[src/include/flash_pkg.sv]
// Purpose: Constants and types for the serial flash host sequencer
// Assumes: 100 MHz system clock; flash runs SPI mode 0
// Notes:   Shared by flash_host and spi_byte_shifter
//
// Notes on behaviour
// - Fast read: opcode, 24-bit address MSB first, one dummy byte, then data.
// - Chip select stays low for the whole read; rising it ends the stream.
// - Host programs only erased bytes; device ignores protected targets.
// - Byte program: opcode, 24-bit address, one data byte, bit 7 first.
// - Write enable frame precedes every program or erase command.
// - Program completion learned by polling busy bit or waiting program time.
// - Next word goes only after busy clears; lands at next two addresses.
// - Continuation word: opcode and two data bytes, no address.
// - Word programming range must be erased; protected ranges ignored.
// - Host confirms not busy before the next command in word programming.
// - End word programming: write disable, then busy-output disable in hw mode.
// - Busy-output enable is issued before word programming starts; host sends it only when hw_detect is set.
// - Chip select low through all command bytes; operation starts on rise.
// - Erase completion learned by polling busy bit or waiting erase time.
package flash_pkg;

  localparam int CLK_PERIOD_NS = 10;
  localparam int SCK_HALF_NS   = 40;
  localparam int CS_SETUP_NS   = 20;
  localparam int CS_HIGH_NS    = 100;

  localparam int SCK_HALF_CYC = (SCK_HALF_NS + CLK_PERIOD_NS - 1) / CLK_PERIOD_NS;
  localparam int CS_SETUP_CYC = (CS_SETUP_NS + CLK_PERIOD_NS - 1) / CLK_PERIOD_NS;
  localparam int CS_HIGH_CYC  = (CS_HIGH_NS + CLK_PERIOD_NS - 1) / CLK_PERIOD_NS;

  localparam logic [7:0] SCK_HALF_LAST = 8'(SCK_HALF_CYC - 1);
  localparam logic [7:0] CS_SETUP_LAST = 8'(CS_SETUP_CYC - 1);
  localparam logic [7:0] CS_HIGH_LAST  = 8'(CS_HIGH_CYC - 1);
  localparam logic [3:0] BITS_PER_BYTE = 4'h8;

  localparam logic [7:0] FAST_READ_CMD               = 8'h0b;
  localparam logic [7:0] BYTE_PROGRAM_CMD            = 8'h02;
  localparam logic [7:0] AAI_WORD_CMD                = 8'had;
  localparam logic [7:0] SECTOR_ERASE_CMD            = 8'h20;
  localparam logic [7:0] BLOCK32_ERASE_CMD           = 8'h52;
  localparam logic [7:0] BLOCK64_ERASE_CMD           = 8'hd8;
  localparam logic [7:0] WRITE_ENABLE_CMD            = 8'h06;
  localparam logic [7:0] WRITE_DISABLE_CMD           = 8'h04;
  localparam logic [7:0] READ_STATUS_CMD             = 8'h05;
  localparam logic [7:0] BUSY_ON_OUTPUT_ENABLE_CMD   = 8'h70;
  localparam logic [7:0] BUSY_ON_OUTPUT_DISABLE_CMD  = 8'h80;
  localparam logic [7:0] DUMMY_BYTE                  = 8'h00;

  localparam logic [23:0] TOP_ADDRESS   = 24'h1fffff;
  localparam logic [23:0] SECTOR_MASK   = 24'hfff000;
  localparam logic [23:0] BLOCK32_MASK  = 24'hff8000;
  localparam logic [23:0] BLOCK64_MASK  = 24'hff0000;
  localparam logic [23:0] WORD_MASK     = 24'hfffffe;
  localparam logic [23:0] AAI_WORD_STEP = 24'h000002;
  localparam int          STAT_BUSY_BIT = 0;

  localparam logic [2:0] HDR_LEN_SHORT     = 3'h1;
  localparam logic [2:0] HDR_LEN_AAI_NEXT  = 3'h3;
  localparam logic [2:0] HDR_LEN_ERASE     = 3'h4;
  localparam logic [2:0] HDR_LEN_READ      = 3'h5;
  localparam logic [2:0] HDR_LEN_AAI_FIRST = 3'h6;

  typedef enum logic [2:0] {
    OP_READ      = 3'h0,
    OP_BYTE      = 3'h1,
    OP_AAI_FIRST = 3'h2,
    OP_AAI_NEXT  = 3'h3,
    OP_AAI_END   = 3'h4,
    OP_SECTOR    = 3'h5,
    OP_BLK32     = 3'h6,
    OP_BLK64     = 3'h7
  } user_op_t;

  typedef enum logic [2:0] {
    K_WRITE_ENABLE_CMD = 3'h0,
    K_BUSY_ON_OUTPUT_ENABLE_CMD = 3'h1,
    K_MAIN = 3'h2,
    K_POLL = 3'h3,
    K_WRITE_DISABLE_CMD = 3'h4,
    K_BUSY_ON_OUTPUT_DISABLE_CMD = 3'h5
  } frame_kind_t;

  typedef enum logic [2:0] {
    ST_IDLE = 3'h0,
    ST_CSLO = 3'h1,
    ST_BYTE = 3'h2,
    ST_CSHI = 3'h3,
    ST_HWW  = 3'h4
  } host_state_t;

endpackage : flash_pkg

[src/hdl/flash_host.sv]
// Purpose: Host sequencer driving a serial flash through its pins
// Assumes: flash_so comes from the pin and is synchronised here
// Notes:   One user command at a time; cmd_ready high when idle
module flash_host (
  input  wire logic                clk,
  input  wire logic                rst,
  input  wire logic                cmd_valid,
  input  wire flash_pkg::user_op_t cmd_op,
  input  wire logic [23:0]         cmd_addr,
  input  wire logic [15:0]         cmd_wdata,
  input  wire logic [15:0]         cmd_len,
  input  wire logic                hw_detect,
  output logic                     cmd_ready,
  output logic [7:0]               rd_data,
  output logic                     rd_valid,
  output logic                     done,
  output logic                     err,
  output logic                     aai_active,
  output logic                     flash_cs_n,
  output logic                     flash_sck,
  output logic                     flash_si,
  input  wire logic                flash_so
);
  flash_pkg::host_state_t st_q;
  flash_pkg::frame_kind_t kind_q;
  flash_pkg::frame_kind_t start_kind;
  flash_pkg::frame_kind_t next_kind;
  flash_pkg::user_op_t    op_q;

  logic [23:0] addr_q;
  logic [23:0] ptr_q;
  logic [15:0] wdata_q;
  logic [15:0] len_q;
  logic [15:0] rd_left_q;
  logic [7:0]  cnt_q;
  logic [7:0]  rd_data_q;
  logic [2:0]  idx_q;
  logic        hw_q;
  logic        aai_q;
  logic        stat_busy_q;
  logic        cs_n_q;
  logic        cmd_ready_q;
  logic        rd_valid_q;
  logic        done_q;
  logic        err_q;
  logic        eng_start_q;
  logic        so_m_q;
  logic        so_s_q;
  logic        write_enable_cmd_seen_q;
  logic        busy_on_output_enable_cmd_seen_q;

  logic        eng_done;
  logic        eng_busy;
  logic [7:0]  eng_rx;
  logic [7:0]  main_op;
  logic [7:0]  frame_op;
  logic [7:0]  b4;
  logic [7:0]  tx_byte;
  logic [23:0] eff_addr;
  logic [47:0] frame_hdr;
  logic [47:0] hdr_shift;
  logic [2:0]  frame_len;
  logic [15:0] frame_rd;

  // Command acceptance
  wire accept     = cmd_valid && cmd_ready_q;
  wire is_aai_cmd = (cmd_op == flash_pkg::OP_AAI_NEXT) || (cmd_op == flash_pkg::OP_AAI_END);
  wire past_top   = ptr_q > flash_pkg::TOP_ADDRESS;
  wire cmd_bad    = (aai_q != is_aai_cmd)
                 || ((cmd_op == flash_pkg::OP_AAI_NEXT) && past_top)
                 || ((cmd_op == flash_pkg::OP_READ) && (cmd_len == 16'h0000));

  assign start_kind = ((cmd_op == flash_pkg::OP_READ) || (cmd_op == flash_pkg::OP_AAI_NEXT))
                    ? flash_pkg::K_MAIN
                    : (cmd_op == flash_pkg::OP_AAI_END) ? flash_pkg::K_WRITE_DISABLE_CMD
                    : ((cmd_op == flash_pkg::OP_AAI_FIRST) && hw_detect) ? flash_pkg::K_BUSY_ON_OUTPUT_ENABLE_CMD
                    : flash_pkg::K_WRITE_ENABLE_CMD;

  // Frame contents
  assign main_op = (op_q == flash_pkg::OP_READ)   ? flash_pkg::FAST_READ_CMD
                 : (op_q == flash_pkg::OP_BYTE)   ? flash_pkg::BYTE_PROGRAM_CMD
                 : (op_q == flash_pkg::OP_SECTOR) ? flash_pkg::SECTOR_ERASE_CMD
                 : (op_q == flash_pkg::OP_BLK32)  ? flash_pkg::BLOCK32_ERASE_CMD
                 : (op_q == flash_pkg::OP_BLK64)  ? flash_pkg::BLOCK64_ERASE_CMD
                 : flash_pkg::AAI_WORD_CMD;

  assign frame_op = (kind_q == flash_pkg::K_WRITE_ENABLE_CMD) ? flash_pkg::WRITE_ENABLE_CMD
                  : (kind_q == flash_pkg::K_BUSY_ON_OUTPUT_ENABLE_CMD) ? flash_pkg::BUSY_ON_OUTPUT_ENABLE_CMD
                  : (kind_q == flash_pkg::K_POLL) ? flash_pkg::READ_STATUS_CMD
                  : (kind_q == flash_pkg::K_WRITE_DISABLE_CMD) ? flash_pkg::WRITE_DISABLE_CMD
                  : (kind_q == flash_pkg::K_BUSY_ON_OUTPUT_DISABLE_CMD) ? flash_pkg::BUSY_ON_OUTPUT_DISABLE_CMD
                  : main_op;

  assign eff_addr = (op_q == flash_pkg::OP_SECTOR)    ? (addr_q & flash_pkg::SECTOR_MASK)
                  : (op_q == flash_pkg::OP_BLK32)     ? (addr_q & flash_pkg::BLOCK32_MASK)
                  : (op_q == flash_pkg::OP_BLK64)     ? (addr_q & flash_pkg::BLOCK64_MASK)
                  : (op_q == flash_pkg::OP_AAI_FIRST) ? (addr_q & flash_pkg::WORD_MASK)
                  : addr_q;

  assign b4 = (op_q == flash_pkg::OP_READ) ? flash_pkg::DUMMY_BYTE
            : (op_q == flash_pkg::OP_BYTE) ? wdata_q[7:0]
            : wdata_q[15:8];

  wire has_addr = (kind_q == flash_pkg::K_MAIN) && (op_q != flash_pkg::OP_AAI_NEXT);

  assign frame_hdr = has_addr ? {frame_op, eff_addr, b4, wdata_q[7:0]}
                              : {frame_op, wdata_q, 24'h000000};

  assign frame_len = (kind_q != flash_pkg::K_MAIN) ? flash_pkg::HDR_LEN_SHORT
                   : ((op_q == flash_pkg::OP_READ) || (op_q == flash_pkg::OP_BYTE))
                     ? flash_pkg::HDR_LEN_READ
                   : (op_q == flash_pkg::OP_AAI_FIRST) ? flash_pkg::HDR_LEN_AAI_FIRST
                   : (op_q == flash_pkg::OP_AAI_NEXT)  ? flash_pkg::HDR_LEN_AAI_NEXT
                   : flash_pkg::HDR_LEN_ERASE;

  assign frame_rd = (kind_q == flash_pkg::K_POLL) ? 16'h0001
                  : ((kind_q == flash_pkg::K_MAIN) && (op_q == flash_pkg::OP_READ)) ? len_q
                  : 16'h0000;

  wire rd_phase = idx_q >= frame_len;
  assign hdr_shift = frame_hdr << {idx_q, 3'b000};
  assign tx_byte   = rd_phase ? flash_pkg::DUMMY_BYTE : hdr_shift[47:40];

  wire more = rd_phase ? (rd_left_q > 16'h0001)
                       : (((idx_q + 3'h1) < frame_len) || (rd_left_q != 16'h0000));

  // Sequencing between frames
  wire setup_end = cnt_q == flash_pkg::CS_SETUP_LAST;
  wire gap_end   = cnt_q == flash_pkg::CS_HIGH_LAST;
  // Busy wait: let released-pin level leave the synchroniser first
  wire sync_end  = cnt_q == (flash_pkg::CS_SETUP_LAST + 8'h02);
  wire aai_op    = (op_q == flash_pkg::OP_AAI_FIRST) || (op_q == flash_pkg::OP_AAI_NEXT);
  wire go_hww    = (kind_q == flash_pkg::K_MAIN) && hw_q && aai_op;
  wire finish    = ((kind_q == flash_pkg::K_MAIN) && (op_q == flash_pkg::OP_READ))
                || ((kind_q == flash_pkg::K_POLL) && !stat_busy_q)
                || ((kind_q == flash_pkg::K_WRITE_DISABLE_CMD) && !hw_q)
                || (kind_q == flash_pkg::K_BUSY_ON_OUTPUT_DISABLE_CMD);

  assign next_kind = (kind_q == flash_pkg::K_BUSY_ON_OUTPUT_ENABLE_CMD) ? flash_pkg::K_WRITE_ENABLE_CMD
                   : (kind_q == flash_pkg::K_WRITE_ENABLE_CMD) ? flash_pkg::K_MAIN
                   : (kind_q == flash_pkg::K_WRITE_DISABLE_CMD) ? flash_pkg::K_BUSY_ON_OUTPUT_DISABLE_CMD
                   : flash_pkg::K_POLL;

  // Serial output synchroniser
  always_ff @(posedge clk) begin
    if (rst) begin
      so_m_q <= 1'b0;
      so_s_q <= 1'b0;
    end else begin
      so_m_q <= flash_so;
      so_s_q <= so_m_q;
    end
  end

  spi_byte_shifter u_shift (
    .clk     (clk),
    .rst     (rst),
    .start   (eng_start_q),
    .tx_byte (tx_byte),
    .miso    (so_s_q),
    .sck     (flash_sck),
    .mosi    (flash_si),
    .rx_byte (eng_rx),
    .done    (eng_done),
    .busy    (eng_busy)
  );

  // Main sequencer
  always_ff @(posedge clk) begin
    if (rst) begin
      st_q        <= flash_pkg::ST_IDLE;
      kind_q      <= flash_pkg::K_WRITE_ENABLE_CMD;
      op_q        <= flash_pkg::OP_READ;
      addr_q      <= 24'h000000;
      ptr_q       <= 24'h000000;
      wdata_q     <= 16'h0000;
      len_q       <= 16'h0000;
      rd_left_q   <= 16'h0000;
      cnt_q       <= 8'h00;
      rd_data_q   <= 8'h00;
      idx_q       <= 3'h0;
      hw_q        <= 1'b0;
      aai_q       <= 1'b0;
      stat_busy_q <= 1'b0;
      cs_n_q      <= 1'b1;
      cmd_ready_q <= 1'b1;
      rd_valid_q  <= 1'b0;
      done_q      <= 1'b0;
      err_q       <= 1'b0;
      eng_start_q <= 1'b0;
      write_enable_cmd_seen_q <= 1'b0;
      busy_on_output_enable_cmd_seen_q <= 1'b0;
    end else begin
      rd_valid_q  <= 1'b0;
      done_q      <= 1'b0;
      err_q       <= 1'b0;
      eng_start_q <= 1'b0;
      cnt_q       <= cnt_q + 8'h01;
      case (st_q)
        flash_pkg::ST_IDLE: begin
          if (accept && cmd_bad) begin
            err_q <= 1'b1;
          end else if (accept) begin
            cmd_ready_q <= 1'b0;
            op_q        <= cmd_op;
            addr_q      <= cmd_addr;
            wdata_q     <= cmd_wdata;
            len_q       <= cmd_len;
            kind_q      <= start_kind;
            if (cmd_op == flash_pkg::OP_AAI_FIRST) hw_q <= hw_detect;
            cs_n_q      <= 1'b0;
            cnt_q       <= 8'h00;
            st_q        <= flash_pkg::ST_CSLO;
          end
        end
        flash_pkg::ST_CSLO: begin
          if (setup_end) begin
            rd_left_q   <= frame_rd;
            idx_q       <= 3'h0;
            eng_start_q <= 1'b1;
            st_q        <= flash_pkg::ST_BYTE;
          end
        end
        flash_pkg::ST_BYTE: begin
          if (eng_done) begin
            if (rd_phase) begin
              rd_data_q  <= eng_rx;
              rd_valid_q <= kind_q == flash_pkg::K_MAIN;
              if (kind_q == flash_pkg::K_POLL) stat_busy_q <= eng_rx[flash_pkg::STAT_BUSY_BIT];
              rd_left_q  <= rd_left_q - 16'h0001;
            end
            if (more) begin
              eng_start_q <= 1'b1;
              if (!rd_phase) idx_q <= idx_q + 3'h1;
            end else begin
              cs_n_q <= 1'b1;
              cnt_q  <= 8'h00;
              st_q   <= flash_pkg::ST_CSHI;
            end
          end
        end
        flash_pkg::ST_CSHI: begin
          if (gap_end) begin
            if (kind_q == flash_pkg::K_WRITE_ENABLE_CMD) write_enable_cmd_seen_q <= 1'b1;
            if (kind_q == flash_pkg::K_BUSY_ON_OUTPUT_ENABLE_CMD) busy_on_output_enable_cmd_seen_q <= 1'b1;
            if (kind_q == flash_pkg::K_WRITE_DISABLE_CMD) aai_q <= 1'b0;
            if ((kind_q == flash_pkg::K_MAIN) && (op_q == flash_pkg::OP_AAI_FIRST)) begin
              aai_q <= 1'b1;
              ptr_q <= eff_addr + flash_pkg::AAI_WORD_STEP;
            end
            if ((kind_q == flash_pkg::K_MAIN) && (op_q == flash_pkg::OP_AAI_NEXT)) begin
              ptr_q <= ptr_q + flash_pkg::AAI_WORD_STEP;
            end
            cnt_q <= 8'h00;
            if (go_hww) begin
              cs_n_q <= 1'b0;
              st_q   <= flash_pkg::ST_HWW;
            end else if (finish) begin
              done_q      <= 1'b1;
              cmd_ready_q <= 1'b1;
              write_enable_cmd_seen_q <= 1'b0;
              busy_on_output_enable_cmd_seen_q <= 1'b0;
              st_q        <= flash_pkg::ST_IDLE;
            end else begin
              kind_q <= next_kind;
              cs_n_q <= 1'b0;
              st_q   <= flash_pkg::ST_CSLO;
            end
          end
        end
        flash_pkg::ST_HWW: begin
          if (!sync_end) begin
            cnt_q <= cnt_q + 8'h01;
          end else begin
            cnt_q <= cnt_q;
            if (so_s_q) begin
              stat_busy_q <= 1'b0;
              kind_q      <= flash_pkg::K_POLL;
              cs_n_q      <= 1'b1;
              cnt_q       <= 8'h00;
              st_q        <= flash_pkg::ST_CSHI;
            end
          end
        end
        default: begin
          st_q <= flash_pkg::ST_IDLE;
        end
      endcase
    end
  end

  assign cmd_ready  = cmd_ready_q;
  assign rd_data    = rd_data_q;
  assign rd_valid   = rd_valid_q;
  assign done       = done_q;
  assign err        = err_q;
  assign aai_active = aai_q;
  assign flash_cs_n = cs_n_q;

  wire frame_go  = (st_q == flash_pkg::ST_CSLO) && setup_end;
  wire main_wr   = (op_q != flash_pkg::OP_READ) && (op_q != flash_pkg::OP_AAI_NEXT);
endmodule : flash_host

[src/hdl/spi_byte_shifter.sv]
// Purpose: Shift one byte out and in on the serial link, mode 0
// Assumes: miso already synchronised to clk
// Notes:   Serial clock made by a divider of clk
module spi_byte_shifter (
  input  wire logic       clk,
  input  wire logic       rst,
  input  wire logic       start,
  input  wire logic [7:0] tx_byte,
  input  wire logic       miso,
  output logic            sck,
  output logic            mosi,
  output logic [7:0]      rx_byte,
  output logic            done,
  output logic            busy
);
  logic       active_q;
  logic       sck_q;
  logic       mosi_q;
  logic       done_q;
  logic [7:0] sh_q;
  logic [7:0] rx_q;
  logic [7:0] div_q;
  logic [2:0] bit_q;
  logic [3:0] rise_q;

  wire half_end = active_q && (div_q == flash_pkg::SCK_HALF_LAST);
  wire fall     = half_end && sck_q;
  wire rise     = half_end && !sck_q;
  wire last_bit = fall && (bit_q == 3'h7);

  always_ff @(posedge clk) begin
    if (rst) begin
      active_q <= 1'b0;
      sck_q    <= 1'b0;
      mosi_q   <= 1'b0;
      done_q   <= 1'b0;
      sh_q     <= 8'h00;
      rx_q     <= 8'h00;
      div_q    <= 8'h00;
      bit_q    <= 3'h0;
    end else begin
      done_q <= last_bit;
      if (start && !active_q) begin
        active_q <= 1'b1;
        sh_q     <= tx_byte;
        mosi_q   <= tx_byte[7];
        div_q    <= 8'h00;
        bit_q    <= 3'h0;
      end else if (active_q) begin
        div_q <= half_end ? 8'h00 : div_q + 8'h01;
        if (half_end) sck_q <= !sck_q;
        if (fall) begin
          rx_q   <= {rx_q[6:0], miso};
          bit_q  <= bit_q + 3'h1;
          sh_q   <= {sh_q[6:0], 1'b0};
          mosi_q <= sh_q[6];
        end
        if (last_bit) active_q <= 1'b0;
      end
    end
  end

  // Helper for checks: rising edges since start
  always_ff @(posedge clk) begin
    if (rst || (start && !active_q)) rise_q <= 4'h0;
    else if (rise) rise_q <= rise_q + 4'h1;
  end

  assign sck     = sck_q;
  assign mosi    = mosi_q;
  assign rx_byte = rx_q;
  assign done    = done_q;
  assign busy    = active_q;
endmodule : spi_byte_shifter

[config.mk]
export PLATFORM = sky130hd
export DESIGN_NAME = flash_host
export DESIGN_NICKNAME = d
export VERILOG_FILES = /design/src/include/flash_pkg.sv /design/src/hdl/flash_host.sv /design/src/hdl/spi_byte_shifter.sv
export SDC_FILE = /design/constraint.sdc
export NUM_CORES = 1
export LEC_CHECK = 0
export BUFFER_PORTS_ARGS = -buffer_cell sky130_fd_sc_hd__buf_2
export CAP_MARGIN = 5
export CELL_PAD_IN_SITES_DETAIL_PLACEMENT = 1
export CELL_PAD_IN_SITES_GLOBAL_PLACEMENT = 1
export CORE_UTILIZATION = 40
export DETAILED_ROUTE_END_ITERATION = 16
export PLACE_DENSITY = 0.78
export SLEW_MARGIN = 20
export SYNTH_ARGS = -nofsm -noshare
export SYNTH_HDL_FRONTEND = slang
export SYNTH_HIERARCHICAL = 1
export SYNTH_SLANG_ARGS = --single-unit
[constraint.sdc]
create_clock -name clk -period 4.25 [get_ports clk]
set_input_delay 0.85 -clock clk [delete_from_list [all_inputs] [get_ports clk]]
set_output_delay 0.85 -clock clk [all_outputs]
set_load 0.05 [all_outputs]
# == Word level (Yosys, flattened, before mapping) ==
# Index checks and enable logic that the tools add are counted.
# totals
regBits,165
input_bits,64
output_inout_bits,16
wordCells,264
# classes
add_sub_neg,7
magnitude_cmp,4
eq_ne,43
n_shift,1
mux,105
bitwise_logic,8
n_reduce_logical,66
# op_table
operator,n
8-bit 2-to-1 mux,20
16-bit 2-to-1 mux,8
3-bit 2-to-1 mux,27
"24-bit by 2-bit adder with 24-bit output, second input constant",2
24-bit 2-to-1 mux,2
48-bit by 6-bit left shift with 48-bit output,1
40-bit 2-to-1 mux,1
1-bit 2-to-1 mux,34
16-bit one-hot mux with 2 select lines,1
8-bit one-hot mux with 4 select lines,1
7-bit 2-to-1 mux,4
"2-bit != test, second input constant",14
"3-bit by 2-bit == test with 1-bit output, second input constant",8
"3-bit == test, second input constant",8
"24-bit by 21-bit greater-than comparator with 1-bit output, second input constant",1
3-bit AND reduction,6
1-bit logical AND,17
"8-bit by 1-bit adder with 8-bit output, second input constant",2
"8-bit by 2-bit == test with 1-bit output, second input constant",2
"16-bit by 1-bit greater-than comparator with 1-bit output, second input constant",1
16-bit logical NOT,1
8-bit AND reduction,2
16-bit nonzero test,1
"16-bit by 1-bit subtractor with 16-bit output, second input constant",1
29 further kinds,69

# == Logic depth before layout (Yosys ltp) ==
# Gate-level depths: netlist (run 1).
# logic_depth
word_depth,14
ltp_mapped,17
depth_no_buf,12

# == Hierarchy ==
# Netlist (run 1), hierarchy kept.
# by_module_without_submodules
module,instances,cells_each,area_per_inst_um2,seq_area_each_um2
flash_host,1,1032,7946.4,2682.6
spi_byte_shifter,1,148,1338.8,600.6

# == Least setup slack after synthesis (run 1) ==
# Ideal clock, no wire load.
# synth_timing
path_type,reg2reg
start,reg kind_q[0]
end,reg ptr_q[21]
setup_ps,115
t_arrival_ps,3583
t_required_ps,4135
setup_slack_ps,553
path_stages_with_launch,18
n_path_buf,5
period_less_slack_ps,3697
cell_sequence,dfxtp_1 > clkbuf_1 > or3b_2 > nor2_1 > clkbuf_1 > buf_2 > buf_2 > nand2_1 > o21ai_0 > ha_1 > clkbuf_1 > and4_1 > nand4_1 > nor4_1 > a41oi_1 > a211oi_1 > nand3_1 > o21a_1
# synth_via
elab_chain_len,4
word_cells_on_any_way,6
cone_classes,eq/ne: 1; mux: 1; reduce/logical: 4
# synth_lines
item,line_no,source
from (decl),flash_host.sv:25,flash_pkg::frame_kind_t kind_q;
from (signal assigned),flash_host.sv:172,kind_q <= flash_pkg::K_WRITE_ENABLE_CMD;
from (signal assigned),flash_host.sv:209,kind_q <= start_kind;
from (signal assigned),flash_host.sv:265,kind_q <= next_kind;
3-bit by 2-bit == test with 1-bit output (*),"flash_host.sv:247, flash_host.sv:251",
"1-bit logical AND, on equally long branches","flash_host.sv:247, flash_host.sv:251",
2-bit nonzero test (no line),-,
3-bit AND reduction (no line),-,
to (signal assigned),flash_host.sv:249,ptr_q <= eff_addr + flash_pkg::AAI_WORD_STEP;
to (signal assigned),flash_host.sv:252,ptr_q <= ptr_q + flash_pkg::AAI_WORD_STEP;
to (decl),flash_host.sv:31,logic [23:0] ptr_q;
# Mark *: on every way between the ends. The rest lies on a longest branch, timed or not.
# A chain may end at the register's enable or synchronous reset.

# == Worst setup path after layout (run 1) ==
# layout_timing
start,reg op_q[1]
end,reg rd_left_q[14]
# layout_via
elab_chain_len,8
word_cells_on_any_way,17
cone_classes,order compare: 1; eq/ne: 4; mux: 8; reduce/logical: 4
# layout_lines
item,line_no,source
from (decl),flash_host.sv:28,flash_pkg::user_op_t op_q;
from (signal assigned),flash_host.sv:173,op_q <= flash_pkg::OP_READ;
from (signal assigned),flash_host.sv:205,op_q <= cmd_op;
3-bit by 2-bit == test with 1-bit output,flash_host.sv:113,: (op_q == flash_pkg::OP_AAI_NEXT) ? flash_pkg::HDR_LEN_AAI_NEXT
3-bit 2-to-1 mux,flash_host.sv:113,
3-bit 2-to-1 mux,flash_host.sv:112,: (op_q == flash_pkg::OP_AAI_FIRST) ? flash_pkg::HDR_LEN_AAI_FIRST
3-bit 2-to-1 mux,flash_host.sv:111,? flash_pkg::HDR_LEN_READ
3-bit 2-to-1 mux,flash_host.sv:109,assign frame_len = (kind_q != flash_pkg::K_MAIN) ? flash_pkg::HDR_LEN_SHORT
3-bit greater-or-equal comparator,flash_host.sv:120,wire rd_phase = idx_q >= frame_len;
2-bit != test (no line),-,
4-bit AND reduction (no line),-,
to (signal assigned),flash_host.sv:218,rd_left_q <= frame_rd;
to (signal assigned),flash_host.sv:230,rd_left_q <= rd_left_q - 16'h0001;
to (decl),flash_host.sv:34,logic [15:0] rd_left_q;
# Parallel ways exist; a longest one is shown, timed or not. The select of a mux whose other input is x is not followed.

==> impl_results.md, run 1 <==
* Chip height at 154 um
* Worst min path class: reg2reg
* Int Pwr at 2940 uW
* Placer Congestion at 0.826
* Critical path class: reg2reg
* Critical Path Start Type: flop
* Pwr dens at 443 nW/um^2
* Die X-Extent at 154 um
* Post-synthesis cell type count at 82
* Clk slew on worst S/H paths at 70 ps
* First-pass GRT wire length at 47000 um
* Initial core utilization at 40.9%
* Crit path from: op_q[1]$_SDFFE_PP0P_
* Fill count at 2805
* R2r endpoint: rd_left_q[14]$_SDFFE_PP0P_
* Post-placement cell count at 1481
* Setup bufs post-CTS at 0
* Count of yosys warnings during synthesis at 6
* Core Box Area at 22700 um^2
* Worst-Margin Slew at 1090 ps
* Clk root buf: clkbuf_16
* Final slew viol count at 0
* DRC errors left at 0
* CTS tree: done
* Post-CTS sizing at 0
* Ys flop type: dfxtp_1
* Drt first pass iters at 7
* Arrival @ worst endpoint at 4200 ps
* Synth Area per Inst at 7.87 um^2
* Async set or reset register ratio after synthesis at 0%
* Critical Path RT at 4610 ps
* Count of antenna-violating nets left after detailed routing at 0
* CP max stage delay at 870 ps
* Number of primary I/O pins at 80
* RSZ-0062 raised after global routing: false
* Setup TNS Final at 0 ps
* Gr ovfl total at 0
* Hold_ws at 455 ps
* Most frequent cell on the critical path: ha_1
* Initial antenna violation count at 0
* Crit-path cells: inv_1, ha_1, or3_1, ha_1, nand2b_1, a211oi_1, nor2_1, o21ai_1, o21ai_0, a21oi_1
* CP max FO at 14
* Worst slew margin at 26.9%
* Sw frac at 36.3%
* Critical path capture point type: flop
* Row count at 55
* Total number of vias at 8977
* Synth Net Count at 1262
* First DRT Iteration DRCs at 622
* Hold Violations, Final at 0
* HPWL Detailed at 20300 um
* Synthesis-to-layout area growth at 12.1%
* Post-synth EDFFs at 0
* Max-cap violations at 0
* Die area at 23800 um^2
* Clock share of power at 31.5%
* Diodes inserted at 0
* Multi-input logic area at 5610 um^2
* Cts hold-fix bufs at 0
* Final wirelength at 29100 um
* Final period utilization at 90.4%
* Reg-to-reg slack, setup at 410 ps
* Sw power at 1680 uW
* Cell area after synthesis at 9290 um^2
* Vias/cell at 5.93
* Largest net degree at the start of global routing at 62
* Port bufs at 79
* Tot Pwr at 4620 uW
* Number of global-route vias before repair at 8862
* Deepest clock path buffer count at 2
* Nets@finish at 1297
* Routed WL per cell at 19.2 um
* Crit-path slowest cell: o21ai_1
* # clock sinks at 164
* Lkg Pwr at 0.00384 uW
* Seq. cell area at 3280 um^2
* Clock skew at 10.5 ps
* Crit path to: rd_left_q[14]$_SDFFE_PP0P_
* Post-Syn Instances at 1180
* Synthesized flop and latch total at 164
* Clock Latency Late Sink at 430 ps
* Final Setup Violations at 0
* Worst vdd ir at 235 uV
* Status: complete, no violations
* Num CTS Buffers at 17
* Register area share after synthesis at 35.4%
* Finished Layout Cells at 1513
* R2R cell count at 10
* Combinational share of power at 27.9%
* Tmin final at 3840 ps
* H-tree levels at 4
* Sequential power share at 40.6%
* GRT Util Overall at 24.8%
* R2R Path Start: op_q[1]$_SDFFE_PP0P_
* Layout cells sized above 1 at 12.9%
* Fmax at 260 MHz
[critical path, delay by kind of cell, from the launching register on]
family          cells  cell delay (ps)
compound gates      4             1750
simple gates        3              720
buf+inv             1              170
flops               1              610
fa+ha+maj           2              520
[layout by cell type, fill, tap and decap left out, types with 12 or more instances in the layout]
master / netlist / layout
mux2i_1: 83 / 83
nand2_1: 109 / 109
o21ai_0: 61 / 61
inv_1: 14 / 14
nor2_1: 169 / 168
a21oi_1: 98 / 98
buf_4: 1 / 21
a211oi_1: 25 / 25
ha_1: 18 / 18
buf_2: 9 / 78
and3_1: 21 / 21
dfxtp_1: 164 / 164
nand4_1: 13 / 13
nor3_1: 51 / 50
xor2_1: 16 / 16
clkbuf_16: 0 / 17
a31oi_1: 12 / 12
nand3_1: 46 / 46
[flip-flops by register name, indices dropped and copies added, names as in the netlist, 3 cells and up]
signal	cells
addr_q	24
cnt_q	8
idx_q	3
kind_q	3
len_q	16
op_q	3
ptr_q	23
rd_data	8
rd_left_q	16
st_q	3
u_shift/bit_q	3
u_shift/div_q	8
u_shift/rx_byte	8
u_shift/sh_q	7
wdata_q	16
[cell families (layout without fill, tap and decap cells)]
group                      Yosys count  in the layout  synth area share [%]
xor gates and xnor gates            24             24                  2.26
AOI/OAI and AO/OA                  291            291                  19.9
buffers and inverters               98            146                  4.42
muxes                               88             88                  9.55
and+or+nand+nor                    497            497                  26.1
DFF                                164            164                  35.4
adders and majority gates           18             18                  2.43
[per-stage QoR]
step	utilization, %	cell area, um^2	worst slack, ps
floorplan	-	9290	553
global placement	43.4	9870	665
detailed placement	43.4	9870	507
CTS	45.8	10400	443
global route	45.8	10400	156
finish	45.8	10400	410
[layout make-up]
type                       count  area share (%)
inverter                      14           0.505
timing repair buffer         100            5.46
clock inverter                14            1.02
sequential                   164            31.5
clock buffer                  18            4.22
multi-input combinational    918            53.8
tap                          285            3.43
[cells in the mapped netlist (5+ instances only)]
library cell	instances	share of area (%)
a211oi_1	25	2.0
a21oi_1	98	5.3
a221oi_1	6	0.57
a22o_1	5	0.47
a22oi_1	10	0.81
a31oi_1	12	0.81
and2_1	9	0.61
and3_1	21	1.4
and4_1	6	0.57
buf_2	9	0.49
clkbuf_1	69	2.8
dfxtp_1	164	35
ha_1	18	2.4
inv_1	14	0.57
mux2_2	5	0.61
mux2i_1	83	8.9
nand2_1	109	4.4
nand2b_1	9	0.61
nand3_1	46	2.5
nand3b_1	5	0.40
nand4_1	13	0.88
nor2_1	169	6.8
nor2b_1	8	0.54
nor3_1	51	2.7
nor3b_1	7	0.57
nor4_1	11	0.74
o211ai_1	5	0.40
o21ai_0	61	3.3
o21ai_1	7	0.38
o31ai_1	5	0.40
or3_1	7	0.47
xnor2_1	8	0.75
xor2_1	16	1.5
[layer usage]
layer,global-route usage (%),vias to the layer above,wire [um],part of all wire (%)
li1,-,4324,-,-
met1,33.3,4391,14000,48
met2,40.4,221,13500,46
met3,3.28,41,1070,3.7
met4,9.38,0,588,2.0
met5,0,-,0,0
[how the worst min path moves through the flow]
stage | to | depth (start not counted) | slack [ps] | startpoint
after floorplan | so_s_q$_SDFF_PP0_ | 1 | 410 | so_m_q$_SDFF_PP0_
after detailed placement | so_s_q$_SDFF_PP0_ | 1 | 430 | so_m_q$_SDFF_PP0_
final | so_s_q$_SDFF_PP0_ | 1 | 460 | so_m_q$_SDFF_PP0_
after global placement | so_s_q$_SDFF_PP0_ | 1 | 420 | so_m_q$_SDFF_PP0_
after CTS | so_s_q$_SDFF_PP0_ | 1 | 460 | so_m_q$_SDFF_PP0_
after global routing | so_s_q$_SDFF_PP0_ | 1 | 480 | so_m_q$_SDFF_PP0_
[power groups by stage]
stage | sequential, uW | combinational, uW | clock [uW]
after floorplan | 1820 | 960 | 0
after global placement | 1890 | 1230 | 0
after detailed placement | 1900 | 1260 | 0
after CTS | 1870 | 1280 | 1480
after global routing | 1890 | 1410 | 1550
final | 1870 | 1290 | 1450
Power figures use the tool's default switching activity.
==> inputs of run 2 (changes only) <==
--- a/config.mk
+++ b/config.mk
@@ -12,6 +12,7 @@
 export CORE_UTILIZATION = 40
 export DETAILED_ROUTE_END_ITERATION = 16
 export PLACE_DENSITY = 0.78
+export REMOVE_ABC_BUFFERS = 1
 export SLEW_MARGIN = 20
 export SYNTH_ARGS = -nofsm -noshare
 export SYNTH_HDL_FRONTEND = slang
==> run 2 against run 1 <==
  * Via count grew 0.84%
  * Design area grew 0.30%
  * Wire length grew 1.4%
  * Final cell count is essentially flat
  * Global-route usage grew 0.43 points
  * Clock-buffer cell count is the same
  * Non-clock buffer count is the same
  * Register-to-register slack gained 110 ps
  * Sequential share of layout area shrank 0.095 points
  * Sequential cell count is the same
  * Hold slack lost 0.98 ps
  * Utilization grew 0.14 points
==> impl_results.md, run 2 (synthesized netlist as in run 1, its figures left out) <==
* Clk root buf: clkbuf_16
* DRC errors left at 0
* Die X-Extent at 154 um
* Combinational share of power at 28.3%
* Int Pwr at 2960 uW
* Crit path from: op_q[1]$_SDFFE_PP0P_
* CTS tree: done
* Initial antenna violation count at 0
* HPWL Detailed at 21100 um
* Diodes inserted at 0
* Critical path class: reg2reg
* Clk slew on worst S/H paths at 70 ps
* Row count at 55
* Biggest regs: addr_q: 24 flops, ptr_q: 23 flops
* Setup bufs post-CTS at 0
* Pwr dens at 446 nW/um^2
* Total number of vias at 9052
* Chip height at 154 um
* Sequential power share at 40.4%
* Worst-Margin Slew at 1020 ps
* Status: complete, no violations
* Tmin final at 3730 ps
* Cts hold-fix bufs at 0
* Clock share of power at 31.4%
* CP max FO at 14
* Most frequent cells in the layout: 168 x nor2_1, 164 x dfxtp_1, 109 x nand2_1
* Worst vdd ir at 256 uV
* Routed WL per cell at 19.5 um
* Hold_ws at 454 ps
* Layout cells sized above 1 at 12.8%
* Nets@finish at 1297
* Vias/cell at 5.99
* DR top layer: met4
* Final period utilization at 87.7%
* Worst slew margin at 31.7%
* Sw power at 1690 uW
* Max-cap violations at 0
* Final wirelength at 29500 um
* Sw frac at 36.3%
* Critical Path Start Type: flop
* Critical path capture point type: flop
* # clock sinks at 164
* Max reg flops at 24
* Post-CTS sizing at 0
* Routed wl met3 at 1170 um
* Arrival @ worst endpoint at 4050 ps
* Drt first pass iters at 5
* WL met2 at 14100 um
* Reg-to-reg slack, setup at 520 ps
* Num CTS Buffers at 17
* Final Setup Violations at 0
* Number of global-route vias before repair at 9075
* Placer Congestion at 0.886
* RSZ-0062 raised after global routing: false
* Largest net degree at the start of global routing at 82
* Core Box Area at 22700 um^2
* Port bufs at 79
* R2R Path Start: op_q[1]$_SDFFE_PP0P_
* Clock Latency Late Sink at 440 ps
* Reg with most FFs: addr_q
* Count of antenna-violating nets left after detailed routing at 0
* Clock skew at 8.32 ps
* Die area at 23800 um^2
* Critical Path RT at 4580 ps
* GRT Util Overall at 25.2%
* Lkg Pwr at 0.00386 uW
* M1 wire length at 13900 um
* Final slew viol count at 0
* Fmax at 268 MHz
* Hold_sp: so_m_q$_SDFF_PP0_
* Deepest clock path buffer count at 2
* H-tree levels at 4
* Hold Violations, Final at 0
* First-pass GRT wire length at 48200 um
* Synthesis-to-layout area growth at 12.5%
* Number of primary I/O pins at 80
* Tot Pwr at 4650 uW
* Worst min path class: reg2reg
* First DRT Iteration DRCs at 712
* Gr ovfl total at 0
* Initial core utilization at 40.9%
* Commonest non-fill, non-tap cell in the layout: nor2_1
run 2: worst paths after layout:
kind,endpoint,depth (start not counted)
max,rd_left_q[1]$_SDFFE_PP0P_,12
max reg2reg,rd_left_q[1]$_SDFFE_PP0P_,12
min,so_s_q$_SDFF_PP0_,1
min reg2reg,so_s_q$_SDFF_PP0_,1
run 2: layout make-up:
type | instances | area (um^2)
sequential | 164 | 3280
inverter | 14 | 52.6
multi-input combinational | 918 | 5610
tap | 285 | 357
clock buffer | 18 | 439
timing repair buffer | 100 | 606
clock inverter | 13 | 100
fill | 2789 | 12300
run 2: power groups by stage:
stage / combinational [uW] / clock, uW / sequential [uW]
2_1_floorplan: 949 / 0 / 1850
3_3_place_gp: 1260 / 0 / 1900
3_5_place_dp: 1290 / 0 / 1900
4_1_cts: 1310 / 1480 / 1870
5_1_grt: 1440 / 1550 / 1900
6_report: 1320 / 1460 / 1880
run 2: stage by stage:
| step | instance area [um^2] | TNS, ps | utilization, % | setup slack [ps] | cells |
|---|---|---|---|---|---|
| after CTS | 10400 | 0 | 46.0 | 571 | 1512 |
| after floorplan | 8930 | -231630 | - | -3920 | 1096 |
| after global routing | 10400 | 0 | 46.0 | 349 | 1512 |
| after detailed placement | 9900 | 0 | 43.6 | 675 | 1481 |
| after global placement | 9900 | 0 | 43.6 | 820 | 1481 |
| final | 10400 | 0 | 46.0 | 524 | 1512 |
run 2: critical path, cell delays in order, from the launching register on:
cell and delay, ps:
dfxtp_1 610, inv_1 180, ha_1 260, or3_1 420, ha_1 280, nand2b_1 150, a211oi_1 440, nor2_1 230
buf_4 220, o21ai_1 170, buf_4 240, a211oi_1 80, a211oi_1 340
run 2: routing by layer:
layer / vias to the layer above / global-route usage (%)
li1: 4333 / -
met1: 4465 / 34.2
met5: - / 0
met2: 227 / 42.0
met4: 0 / 6.93
met3: 27 / 3.17
==> inputs of run 3 (changes only) <==
--- a/config.mk
+++ b/config.mk
@@ -10,9 +10,11 @@
 export CELL_PAD_IN_SITES_DETAIL_PLACEMENT = 1
 export CELL_PAD_IN_SITES_GLOBAL_PLACEMENT = 1
 export CORE_UTILIZATION = 40
+export CTS_BUF_LIST = sky130_fd_sc_hd__clkbuf_8 sky130_fd_sc_hd__clkbuf_16
 export DETAILED_ROUTE_END_ITERATION = 16
 export PLACE_DENSITY = 0.78
 export REMOVE_ABC_BUFFERS = 1
+export SETUP_SLACK_MARGIN = 0.02
 export SLEW_MARGIN = 20
 export SYNTH_ARGS = -nofsm -noshare
 export SYNTH_HDL_FRONTEND = slang
==> constraint.sdc (replaced) <==
create_clock -name clk -period 4.25 [get_ports clk]
set_input_delay 0.2125 -clock clk [delete_from_list [all_inputs] [get_ports clk]]
set_output_delay 0.2125 -clock clk [all_outputs]
set_load 0.05 [all_outputs]
==> run 3 against run 2 <==
  * Clock power grew 14%
  * Wire length grew 0.20%
  * Sequential power is essentially flat
  * Design area grew 0.14%
  * First-iteration DRC count grew 6.7%
  * Global-route usage grew 0.32 points
  * Final cell count shrank 0.26%
  * Sequential cell count is the same
  * Utilization grew 0.066 points
  * Power grew 3.5%
  * Combinational power shrank 3%
  * Register-to-register slack gained 200 ps
  * Critical path type unchanged
  * Highest routed layer unchanged
==> impl_results.md, run 3 (synthesized netlist as in run 1, its figures left out) <==
* Status: complete, no violations
* Max reg flops at 24
* Commonest non-fill, non-tap cell in the layout: nor2_1
* RSZ-0062 raised after global routing: false
* Worst min path class: in2reg
* Core Box Area at 22700 um^2
* Arrival @ worst endpoint at 3880 ps
* Reg-to-reg slack, setup at 720 ps
* Diodes inserted at 0
* Sw power at 1660 uW
* Fmax at 284 MHz
* Hold Violations, Final at 0
* Fill count at 2769
* Tmin final at 3530 ps
* R2r endpoint: u_shift/mosi$_SDFFE_PP0P_
* Count of antenna-violating nets left after detailed routing at 0
* Layout cells sized above 1 at 12.5%
* R2R Path Start: op_q[1]$_SDFFE_PP0P_
* Int Pwr at 3150 uW
* Deepest clock path buffer count at 2
* Sequential power share at 38.9%
* Lkg Pwr at 0.00386 uW
* Combinational share of power at 26.6%
* Num CTS Buffers at 17
* Placer Congestion at 0.879
* Fin area at 10500 um^2
* CTS tree: done
* Synthesis-to-layout area growth at 12.6%
* Clk root buf: clkbuf_16
* Chip height at 154 um
* Max-cap violations at 0
* Biggest regs: addr_q: 24 flops, ptr_q: 23 flops
* Most frequent cells in the layout: 168 x nor2_1, 164 x dfxtp_1, 109 x nand2_1
* Largest net degree at the start of global routing at 68
* CP max FO at 14
* Port bufs at 79
* Critical path class: reg2reg
* Final Setup Violations at 0
* Setup bufs post-CTS at 0
* Vias/cell at 6.00
* Critical Path Start Type: flop
* Hold depth at 3
* Drt first pass iters at 5
* Nets@finish at 1295
* R2R cell count at 12
* Clock skew at 14.5 ps
* Final wirelength at 29600 um
* DRC errors left at 0
* Clock Latency Late Sink at 440 ps
* Critical path capture point type: flop
* Row count at 55
* Number of global-route vias before repair at 9010
* H-tree levels at 4
* Setup TNS Final at 0 ps
* HPWL Detailed at 20700 um
* Clock share of power at 34.4%
* Routed WL per cell at 19.6 um
* Seq. cell area at 3280 um^2
* Tot Pwr at 4820 uW
* Post-CTS sizing at 0
* Die area at 23800 um^2
* Die X-Extent at 154 um
* Placed cell area at 9850 um^2
* Worst slew margin at 30.0%
* Final period utilization at 83.0%
* Multi-input logic area at 5610 um^2
* Worst-Margin Slew at 1050 ps
* First DRT Iteration DRCs at 760
* Sw frac at 34.5%
* Hold_sp: cmd_addr[19]
* Initial core utilization at 40.9%
* GRT Util Overall at 25.5%
* Final slew viol count at 0
* Initial antenna violation count at 0
* Worst vdd ir at 302 uV
* Pwr dens at 460 nW/um^2
* Hold EP: addr_q[19]$_SDFFE_PP0P_
* Cts hold-fix bufs at 0
* First-pass GRT wire length at 48300 um
* Gr ovfl total at 0
* Clk slew on worst S/H paths at 70 ps
* Reg with most FFs: addr_q
* Critical Path RT at 4600 ps
* # clock sinks at 164
* Number of primary I/O pins at 80
* Total number of vias at 9048
==> run 3: power groups by stage <==
| stage | Combinational, uW | Sequential, uW | Clock, uW |
|---|---|---|---|
| after CTS | 1280 | 1870 | 1680 |
| after floorplan | 949 | 1850 | 0 |
| final | 1280 | 1870 | 1660 |
| after global placement | 1240 | 1900 | 0 |
| after detailed placement | 1260 | 1900 | 0 |
| after global routing | 1410 | 1890 | 1740 |
==> run 3: critical path: stages (launching register included) <==
cell and delay (ps):
dfxtp_1 590, inv_1 170, ha_1 240, or3_1 410
ha_1 280, nand2b_1 140, a211oi_1 430, nor2_1 140
buf_4 210, a2111o_1 340, o31ai_1 100, mux2i_1 140
a211oi_1 250
==> run 3: area by class of cell <==
| class | count | share of cell area (%) |
|---|---|---|
| clock buffers | 17 | 4.07 |
| clock inverters | 12 | 1.73 |
| inverters | 14 | 0.503 |
| multi-input cells | 918 | 53.6 |
| flip-flops and latches | 164 | 31.4 |
| well taps | 285 | 3.41 |
| repair buffers | 98 | 5.29 |
==> run 3: metal layers <==
metal,routed length (um),vias up,share of wire [%],global-route usage [%]
met3,1330,41,4.5,3.70
met4,557,0,1.9,8.44
li1,-,4344,-,-
met1,13900,4432,47,34.3
met5,0,-,0,0
met2,13800,231,47,41.9
==> run 3: how the worst max path moves through the flow <==
stage	startpoint	end	slack, ps	cells after the start
2_1_floorplan	ptr_q[23]$_SDFFE_PP0P_	hw_q$_SDFFE_PP0P_	-3460	7
5_1_grt	op_q[1]$_SDFFE_PP0P_	u_shift/mosi$_SDFFE_PP0P_	520	12
3_3_place_gp	op_q[1]$_SDFFE_PP0P_	u_shift/mosi$_SDFFE_PP0P_	870	12
6_report	op_q[1]$_SDFFE_PP0P_	u_shift/mosi$_SDFFE_PP0P_	720	12
4_1_cts	op_q[1]$_SDFFE_PP0P_	u_shift/mosi$_SDFFE_PP0P_	760	12
3_5_place_dp	op_q[1]$_SDFFE_PP0P_	u_shift/mosi$_SDFFE_PP0P_	770	12
==> run 3: through the flow <==
stage | setup slack (ps) | utilization, % | instances | hold slack (ps)
6_report | 723 | 46.0 | 1508 | 12.1
5_1_grt | 520 | 46.0 | 1508 | 17.7
4_1_cts | 758 | 46.0 | 1508 | 4.24
3_5_place_dp | 771 | 43.4 | 1479 | 430
3_3_place_gp | 872 | 43.4 | 1479 | 427
2_1_floorplan | -3460 | - | 1096 | 282
